--- src/core/drs_pkg.sv ---
package drs_pkg;
  // clock and time base
  localparam longint CLK_PERIOD_NS = 20;
  localparam longint NS_PER_MS = 1000000;
  // reset stretch after the last cause clears, in milliseconds
  localparam longint RESET_TIMEOUT_MS = 200;
  // watchdog timeouts, least times, in milliseconds
  localparam longint WD_LONG_MS = 35000;
  localparam longint WD_NORMAL_MS = 1120;
  // cycle counts derived from the times above; least times round up
  localparam longint RESET_TIMEOUT_CYC = (RESET_TIMEOUT_MS * NS_PER_MS + CLK_PERIOD_NS - 1)
    / CLK_PERIOD_NS;
  localparam longint WD_LONG_CYC = (WD_LONG_MS * NS_PER_MS + CLK_PERIOD_NS - 1) / CLK_PERIOD_NS;
  localparam longint WD_NORMAL_CYC = (WD_NORMAL_MS * NS_PER_MS + CLK_PERIOD_NS - 1)
    / CLK_PERIOD_NS;
  // counter width for every timer
  localparam int CNT_W = 32;
  // reset channels
  localparam int CH_PRI = 0;
  localparam int CH_SEC = 1;
  localparam int NUM_CH = 2;
  // synchroniser bit positions
  localparam int S_PRI_UV = 0;
  localparam int S_SEC_UV = 1;
  localparam int S_AUX_UV = 2;
  localparam int S_MR_N = 3;
  localparam int S_KICK = 4;
  localparam int S_WD_FLOAT = 5;
  localparam int S_PF_LOW = 6;
  localparam int NUM_SYNC = 7;
  // watchdog mode
  typedef enum logic [1:0] {
    WD_LONG = 2'b01,
    WD_NORMAL = 2'b10
  } drs_wd_mode_e;
endpackage

--- src/core/drs_supervisor.sv ---
// Behaviour
// - secondary reset low on supply fault or manual
// - secondary reset stretched one timeout after recovery
// - low manual reset input asserts reset
// - reset held while manual low, then timeout
// - unconnected manual reset input reads inactive
// - steady watchdog input beyond timeout forces reset
// - watchdog counter clears on reset or edge
// - long initial watchdog timeout after every reset
// - first kick edge selects short normal timeout
// - floating watchdog input disables the watchdog
// - auxiliary undervoltage asserts reset
// - primary reset stretched after every cause clears
// - renewed fault restarts the timeout from zero
// - power-fail output follows sense, no stretch
// - active-high reset is exact complement of primary
`timescale 1ns/10ps
`default_nettype none
module drs_supervisor #(
  parameter int unsigned RESET_TIMEOUT_CYCLES = 32'(drs_pkg::RESET_TIMEOUT_CYC),
  parameter int unsigned WD_LONG_CYCLES = 32'(drs_pkg::WD_LONG_CYC),
  parameter int unsigned WD_NORMAL_CYCLES = 32'(drs_pkg::WD_NORMAL_CYC)
) (
  input wire logic clk, // 50 MHz time base
  input wire logic rst, // synchronous, active high
  input wire logic primaryUndervolt, // primary supply below threshold
  input wire logic secondaryUndervolt, // secondary supply below threshold
  input wire logic aux_undervoltage_in, // auxiliary monitor below reference
  input wire logic manual_reset_n, // manual reset, active low
  input wire logic manualResetFloat, // manual reset pin left open
  input wire logic watchdog_kick, // watchdog input level
  input wire logic watchdogFloat, // watchdog pin left floating
  input wire logic powerfail_sense_in, // power-fail sense below reference
  output logic primary_reset_n, // primary reset, active low
  output logic secondary_reset_n, // secondary reset, active low
  output logic primaryReset, // primary reset, active high
  output logic powerfail_out_n // power-fail flag, active low
);

  // counts the logic cannot serve are refused at elaboration
  if (RESET_TIMEOUT_CYCLES < 1 || WD_NORMAL_CYCLES < 1 || WD_LONG_CYCLES < WD_NORMAL_CYCLES) begin
    $error("drs_supervisor: timeout counts out of range");
  end

  localparam logic [drs_pkg::CNT_W-1:0] RST_LAST = drs_pkg::CNT_W'(RESET_TIMEOUT_CYCLES - 1);
  localparam logic [drs_pkg::CNT_W-1:0] WD_LONG_LAST = drs_pkg::CNT_W'(WD_LONG_CYCLES - 1);
  localparam logic [drs_pkg::CNT_W-1:0] WD_NORM_LAST = drs_pkg::CNT_W'(WD_NORMAL_CYCLES - 1);
  localparam logic [drs_pkg::CNT_W-1:0] CNT_ZERO = '0;
  localparam logic [drs_pkg::CNT_W-1:0] CNT_ONE = drs_pkg::CNT_W'(1);

  logic [drs_pkg::NUM_SYNC-1:0] rawIn;
  logic [drs_pkg::NUM_SYNC-1:0] syncFirst;
  logic [drs_pkg::NUM_SYNC-1:0] syncIn;
  logic kickPrev;
  logic kickEdge;
  logic priUv;
  logic secUv;
  logic auxUv;
  logic mrLow;
  logic wdOff;
  logic wdFault;
  drs_pkg::drs_wd_mode_e wdMode;
  logic [drs_pkg::CNT_W-1:0] wdCnt;
  logic [drs_pkg::CNT_W-1:0] wdLast;
  logic [drs_pkg::NUM_CH-1:0] chCause;
  logic [drs_pkg::NUM_CH-1:0] chResetN;
  logic [drs_pkg::NUM_CH-1:0] next_chResetN;
  logic [drs_pkg::CNT_W-1:0] chCnt [drs_pkg::NUM_CH];

  // an open manual reset pin reads as released, like a pull-up
  always_comb begin
    rawIn = '0;
    rawIn[drs_pkg::S_PRI_UV] = primaryUndervolt;
    rawIn[drs_pkg::S_SEC_UV] = secondaryUndervolt;
    rawIn[drs_pkg::S_AUX_UV] = aux_undervoltage_in;
    rawIn[drs_pkg::S_MR_N] = manualResetFloat | manual_reset_n;
    rawIn[drs_pkg::S_KICK] = watchdog_kick;
    rawIn[drs_pkg::S_WD_FLOAT] = watchdogFloat;
    rawIn[drs_pkg::S_PF_LOW] = powerfail_sense_in;
  end

  // two-stage synchronisers; the first stage feeds only the second
  always_ff @(posedge clk) begin
    if (rst) begin
      syncFirst <= '0;
      syncIn <= '0;
    end else begin
      syncFirst <= rawIn;
      syncIn <= syncFirst;
    end
  end

  assign priUv = syncIn[drs_pkg::S_PRI_UV];
  assign secUv = syncIn[drs_pkg::S_SEC_UV];
  assign auxUv = syncIn[drs_pkg::S_AUX_UV];
  assign mrLow = ~syncIn[drs_pkg::S_MR_N];
  assign wdOff = syncIn[drs_pkg::S_WD_FLOAT];

  // previous kick level for edge detection on the synchronised copy
  always_ff @(posedge clk) begin
    if (rst) begin
      kickPrev <= 1'b0;
    end else begin
      kickPrev <= syncIn[drs_pkg::S_KICK];
    end
  end

  // a floating pin has no meaningful level, so its edges are not kicks
  assign kickEdge = (syncIn[drs_pkg::S_KICK] ^ kickPrev) & ~wdOff;

  // causes per channel; the secondary channel sees supplies and manual only
  assign chCause[drs_pkg::CH_PRI] = priUv | secUv | auxUv | mrLow | wdFault;
  assign chCause[drs_pkg::CH_SEC] = priUv | secUv | mrLow;

  // one stretch timer per reset channel
  for (genvar ch = 0; ch < drs_pkg::NUM_CH; ch++) begin : g_ch
    always_comb begin
      if (chCause[ch]) begin
        next_chResetN[ch] = 1'b0;
      end else if (!chResetN[ch] && chCnt[ch] == RST_LAST) begin
        next_chResetN[ch] = 1'b1;
      end else begin
        next_chResetN[ch] = chResetN[ch];
      end
    end

    // a cause during the stretch restarts it from zero
    always_ff @(posedge clk) begin
      if (rst) begin
        chResetN[ch] <= 1'b0;
        chCnt[ch] <= CNT_ZERO;
      end else begin
        chResetN[ch] <= next_chResetN[ch];
        if (chCause[ch] || chResetN[ch]) begin
          chCnt[ch] <= CNT_ZERO;
        end else begin
          chCnt[ch] <= chCnt[ch] + CNT_ONE;
        end
      end
    end
  end

  // both primary outputs registered from the same next value, so they never disagree
  always_ff @(posedge clk) begin
    if (rst) begin
      primary_reset_n <= 1'b0;
      primaryReset <= 1'b1;
      secondary_reset_n <= 1'b0;
    end else begin
      primary_reset_n <= next_chResetN[drs_pkg::CH_PRI];
      primaryReset <= ~next_chResetN[drs_pkg::CH_PRI];
      secondary_reset_n <= next_chResetN[drs_pkg::CH_SEC];
    end
  end

  // power-fail flag follows the sense input with no stretch
  always_ff @(posedge clk) begin
    if (rst) begin
      powerfail_out_n <= 1'b1;
    end else begin
      powerfail_out_n <= ~syncIn[drs_pkg::S_PF_LOW];
    end
  end

  assign wdLast = (wdMode == drs_pkg::WD_LONG) ? WD_LONG_LAST : WD_NORM_LAST;

  // watchdog mode: long after any reset, normal after the first kick
  always_ff @(posedge clk) begin
    if (rst) begin
      wdMode <= drs_pkg::WD_LONG;
    end else begin
      unique case (wdMode)
        drs_pkg::WD_LONG: begin
          if (chResetN[drs_pkg::CH_PRI] && kickEdge) begin
            wdMode <= drs_pkg::WD_NORMAL;
          end
        end
        drs_pkg::WD_NORMAL: begin
          if (!chResetN[drs_pkg::CH_PRI]) begin
            wdMode <= drs_pkg::WD_LONG;
          end
        end
      endcase
    end
  end

  // watchdog counter; the fault is a one-cycle pulse into the primary channel
  always_ff @(posedge clk) begin
    if (rst) begin
      wdCnt <= CNT_ZERO;
      wdFault <= 1'b0;
    end else if (!chResetN[drs_pkg::CH_PRI] || kickEdge || wdOff) begin
      wdCnt <= CNT_ZERO;
      wdFault <= 1'b0;
    end else if (wdCnt == wdLast) begin
      wdCnt <= CNT_ZERO;
      wdFault <= 1'b1;
    end else begin
      wdCnt <= wdCnt + CNT_ONE;
      wdFault <= 1'b0;
    end
  end

  // helper for checks: cycles since each channel's cause last stood
  logic [drs_pkg::CNT_W-1:0] quietCnt [drs_pkg::NUM_CH];
  for (genvar ch = 0; ch < drs_pkg::NUM_CH; ch++) begin : g_quiet
    always_ff @(posedge clk) begin
      if (rst || chCause[ch]) begin
        quietCnt[ch] <= CNT_ZERO;
      end else if (quietCnt[ch] != '1) begin
        quietCnt[ch] <= quietCnt[ch] + CNT_ONE;
      end
    end
  end
endmodule
`default_nettype wire

--- config.mk ---
export PLATFORM = sky130hd
export DESIGN_NAME = drs_supervisor
export DESIGN_NICKNAME = d
export VERILOG_FILES = /design/src/core/drs_pkg.sv /design/src/core/drs_supervisor.sv
export SDC_FILE = /design/constraint.sdc
export NUM_CORES = 1
export LEC_CHECK = 0
export BUFFER_PORTS_ARGS = -buffer_cell sky130_fd_sc_hd__buf_2
export CAP_MARGIN = 5
export CORE_UTILIZATION = 60
export DETAILED_ROUTE_END_ITERATION = 12
export GPL_TIMING_DRIVEN = 1
export PLACE_DENSITY = 0.77
export SYNTH_ARGS = -nofsm -noshare
export SYNTH_HDL_FRONTEND = slang
export SYNTH_SLANG_ARGS = --single-unit
--- constraint.sdc ---
create_clock -name clk -period 3 [get_ports clk]
set_clock_uncertainty 0.05 [all_clocks]
set_input_delay 0.3 -clock clk [delete_from_list [all_inputs] [get_ports clk]]
set_output_delay 0.3 -clock clk [all_outputs]
set_load 0.01 [all_outputs]
# ---- Word level (Yosys, flattened, before mapping)
# Memories as Yosys holds them, arrays and structs flattened.
# Index checks and enable logic that the tools add are counted.
dict set report word_totals {
  regBits 54
  ramBits 64
  inputBits 10
  out_inout_bits 4
  elab_cells 75
  n_memories 1
}
dict set report classes {
  n_addsub 3
  n_eq_ne 7
  mux 25
  bitwise 16
  n_reduce_logical 13
}
# memory words word_bits rd rd_ports_with_merged_regs wr line
set mem_list {}
lappend mem_list {chCnt 2 32 2 0 2 drs_supervisor.sv:68} ;# logic [drs_pkg::CNT_W-1:0] chCnt [drs_pkg::NUM_CH];
# operator count
set ops {}
lappend ops {{2-to-1 mux 32 bit} 4}
lappend ops {{adder 32 x 1 -> 32 bit (second input constant)} 3}
lappend ops {{equality test 32 x 24 -> 1 bit (second input constant)} 2}
lappend ops {{equality test 32 x 31 -> 1 bit} 1}
lappend ops {{2-to-1 mux 31 bit} 1}
lappend ops {{2-to-1 mux 1 bit} 17}
lappend ops {{OR 1 bit} 10}
lappend ops {{logical OR 1 bit} 4}
lappend ops {{2-to-1 mux 2 bit} 2}
lappend ops {{inverter 1 bit} 4}
lappend ops {{one-hot mux 2 bit (2 select lines)} 1}
lappend ops {{OR reduction 2 bit} 2}
lappend ops {{logical AND 1 bit} 3}
lappend ops {{OR reduction 3 bit} 1}
lappend ops {{equality test 2 x 1 -> 1 bit (second input constant)} 1}
lappend ops {{equality test 2 bit (second input constant)} 1}
lappend ops {{zero test 1 bit} 2}
lappend ops {{!= test 2 x 1 -> 1 bit (second input constant)} 1}
lappend ops {{!= test 2 bit (second input constant)} 1}
lappend ops {{AND reduction 2 bit} 1}
lappend ops {{AND 1 bit} 1}
lappend ops {{XOR 1 bit} 1}

# ---- Logic depth before layout (Yosys ltp)
dict set report logic_depth {
  depth_word 10
  mapped_depth 7
  ltp_nobuf 6
}

# ---- Least setup slack after synthesis
# No wires, ideal clock.
dict set report synth_path {
  path_kind {register -> register}
  startpoint {mem chCnt[1][0] (netlist bit)}
  endpoint {mem chCnt[1][28] (netlist bit), data pin}
  arrival_ns 1.721
  slack_ns 0.973
  path_stages_with_launch 8
  n_path_buf 1
  period_less_slack_ns 2.027
  cell_sequence {edfxtp_1 > ha_1 > nand3_1 > or4_1 > buf_2 > nor4b_2 > xnor2_1 > nor2_2}
}
# element line
set synth_rtl {}
lappend synth_rtl {{from (decl)} drs_supervisor.sv:68}

==> results_dict.tcl <==
set metrics [dict create \
    status "finished clean" \
    drtIter0Drc 199 \
    irDropWorstVdd_v 0.000357 \
    synthCells 575 \
    dp_hpwl_um 7030 \
    fin_crit_ps 2280 \
    cp-start-kind "flop" \
    dieArea_um2 10000 \
    gp_congestion 0.865 \
    synth_edf_count 64 \
    start_util_pct 62.3 \
    portBuffers 13 \
    ioPinCount 14 \
    wl_per_cell_um 13.1 \
    antenna_found_initial 0 \
    layout_commonest_cell "nor2_1" \
    grt_usage_pct 23.1 \
    cts_made_buffers 17 \
    cp_max_fo 8 \
    rows 35 \
    endpoint_kind "flop" \
    drc_errors 0 \
    synth_cell_types 46 \
    clk_pin_slew_ps 60 \
    cts_buffer_depth 2 \
    path_class "reg2reg" \
    routed_via_density 5.34 \
    finalNetCount 673 \
    relSlewSlack_pct 41.7 \
    rsz0062_at_grt "no" \
    layout_common_cells "nor2_1 (104), edfxtp_1 (64), conb_1 (64)" \
    worst_slack_ps 717 \
    dp_slack_ps 748 \
    setup_tns_ps 0 \
    routed-via-count 4280 \
    insertion_delay_ps 510 \
    clock-sinks 118 \
    ant_nets 0 \
    grt_pass1_vias 4055 \
    cts_root_buffer "clkbuf_8" \
    worst_pin_slew_ps 867 \
    cp.arrival_ps 2480 \
    drv_cap 0 \
    cts_setup_buffers 0 \
    post_synth.cell_area_avg_um2 10.1 \
    diodes 0 \
    yosys_warnings 0 \
    max_freq_ghz 0.438 \
    cts_tree "built" \
    htreeDepth 4 \
    placed_cells 762 \
    grt_pass1_wl_um 18300 \
    drv_slew 0 \
    p_leak_uw 0.00235 \
    totalWireLength_um 10500 \
    setup_violations 0 \
    die-width_um 100 \
    grt_max_degree 33 \
    core_area_um2 9280 \
    dieHeight_um 100 \
    area_growth_pct 17.4 \
    drive_gt1_share_pct 10.1 \
    first_pass_iters 5 \
    finalCritPeriodShare_pct 76.1 \
    total_power_uw 3820 \
    seq_area_frac_synth_pct 51.9 \
    hold_class "in2reg" \
    crit_required_ps 3200 \
    final_cells 802 \
    ys_seq_elements 118 \
    grt-ovfl-total 0 \
    synthFlopType "edfxtp_1" \
    hold_viol 0 \
    p_per_area_nw_per_um2 562 \
    syn-cell-area_um2 5790 \
    async_flop_share_pct 0 \
]
[per-stage QoR]
step | util, % | instance area [um^2] | hold slack, ps
after floorplan | - | 6020 | 306
final | 73.2 | 6790 | 93.0
after detailed placement | 66.2 | 6140 | 315
after global routing | 73.2 | 6790 | 101
after global placement | 66.2 | 6140 | 325
after CTS | 73.2 | 6790 | 78.1
[critical path, cell delays in order (launching register included)]
cell and delay, ps:
edfxtp_1 400, ha_1 220, nand3_1 160, or4_1 680, nor4b_2 300, xnor2_1 160
nor2_2 40
[registers in the layout (all words and copies together), names as in the netlist, 2 cells and up]
register and flops:
syncFirst 7, wdMode 2, chCnt 64, wdCnt 32, syncIn 7
[where the power goes]
part | total (uW) | switching [uW] | internal (uW)
Combinational | 113 | 61.9 | 51.3
Clock | 1900 | 768 | 1140
Sequential | 1800 | 48.1 | 1750
[kinds of logic after synthesis]
family | share of synthesized area (%)
xor+xnor | 13.3
simple gates | 29.8
fa+ha+maj | 0.649
compound gates | 1.23
other cells | 0.0648
flops | 51.9
buf+inv | 3.07
[final timing paths]
kind | from | endpoint | slack [ps] | cells past startpoint
setup / recovery | chCnt[1][0]$_SDFFCE_PN0P_ | chCnt[1][28]$_SDFFCE_PN0P_ | 720 | 6
hold / removal | rst | syncIn[4]$_SDFF_PP0_ | 90 | 2
setup reg to reg | chCnt[1][0]$_SDFFCE_PN0P_ | chCnt[1][28]$_SDFFCE_PN0P_ | 720 | 6
hold reg to reg | syncIn[6]$_SDFF_PP0_ | powerfail_out_n$_SDFF_PP1_ | 340 | 1
[synthesized netlist by cell type, types with 7 or more instances]
master    count  area (um^2)
nor2_1      104          390
edfxtp_1     64         1920
nand3_1      44          220
dfxtp_1      54         1080
and3_1       15         93.8
xor2_1       56          490
or3_1         7         43.8
nor2b_1       9         56.3
xnor2_1      32          280
nand2_1      26         97.6
clkbuf_1     10         37.5
nor4_1       15         93.8
inv_1        13         48.8
nand4_1      31          194
nor3_1       12         60.1
[metal layers]
layer / routed length [um] / GRT usage, %
met2: 5190 / 36.9
met4: 69 / 7.02
met3: 440 / 5.50
met5: 0 / 0
met1: 4820 / 31.4
[final cells by class]
| type | instances | area, um^2 |
|---|---|---|
| Clock inverter | 13 | 106 |
| Timing Repair Buffer | 24 | 168 |
| Tap cell | 129 | 161 |
| Multi-Input combinational cell | 486 | 2840 |
| Clock buffer | 19 | 464 |
| Sequential cell | 118 | 3000 |
| Fill cell | 690 | 2490 |
| Inverter | 13 | 48.8 |
[what timing repair did]
item / 4_1_cts / 5_1_grt
resized for setup: 0 / 0
endpoints found under the hold margin: 7 / 0
hold buffers: 8 / 0
endpoints found under the setup margin: 0 / 0
Note: power is estimated with default switching activity, not from simulation.
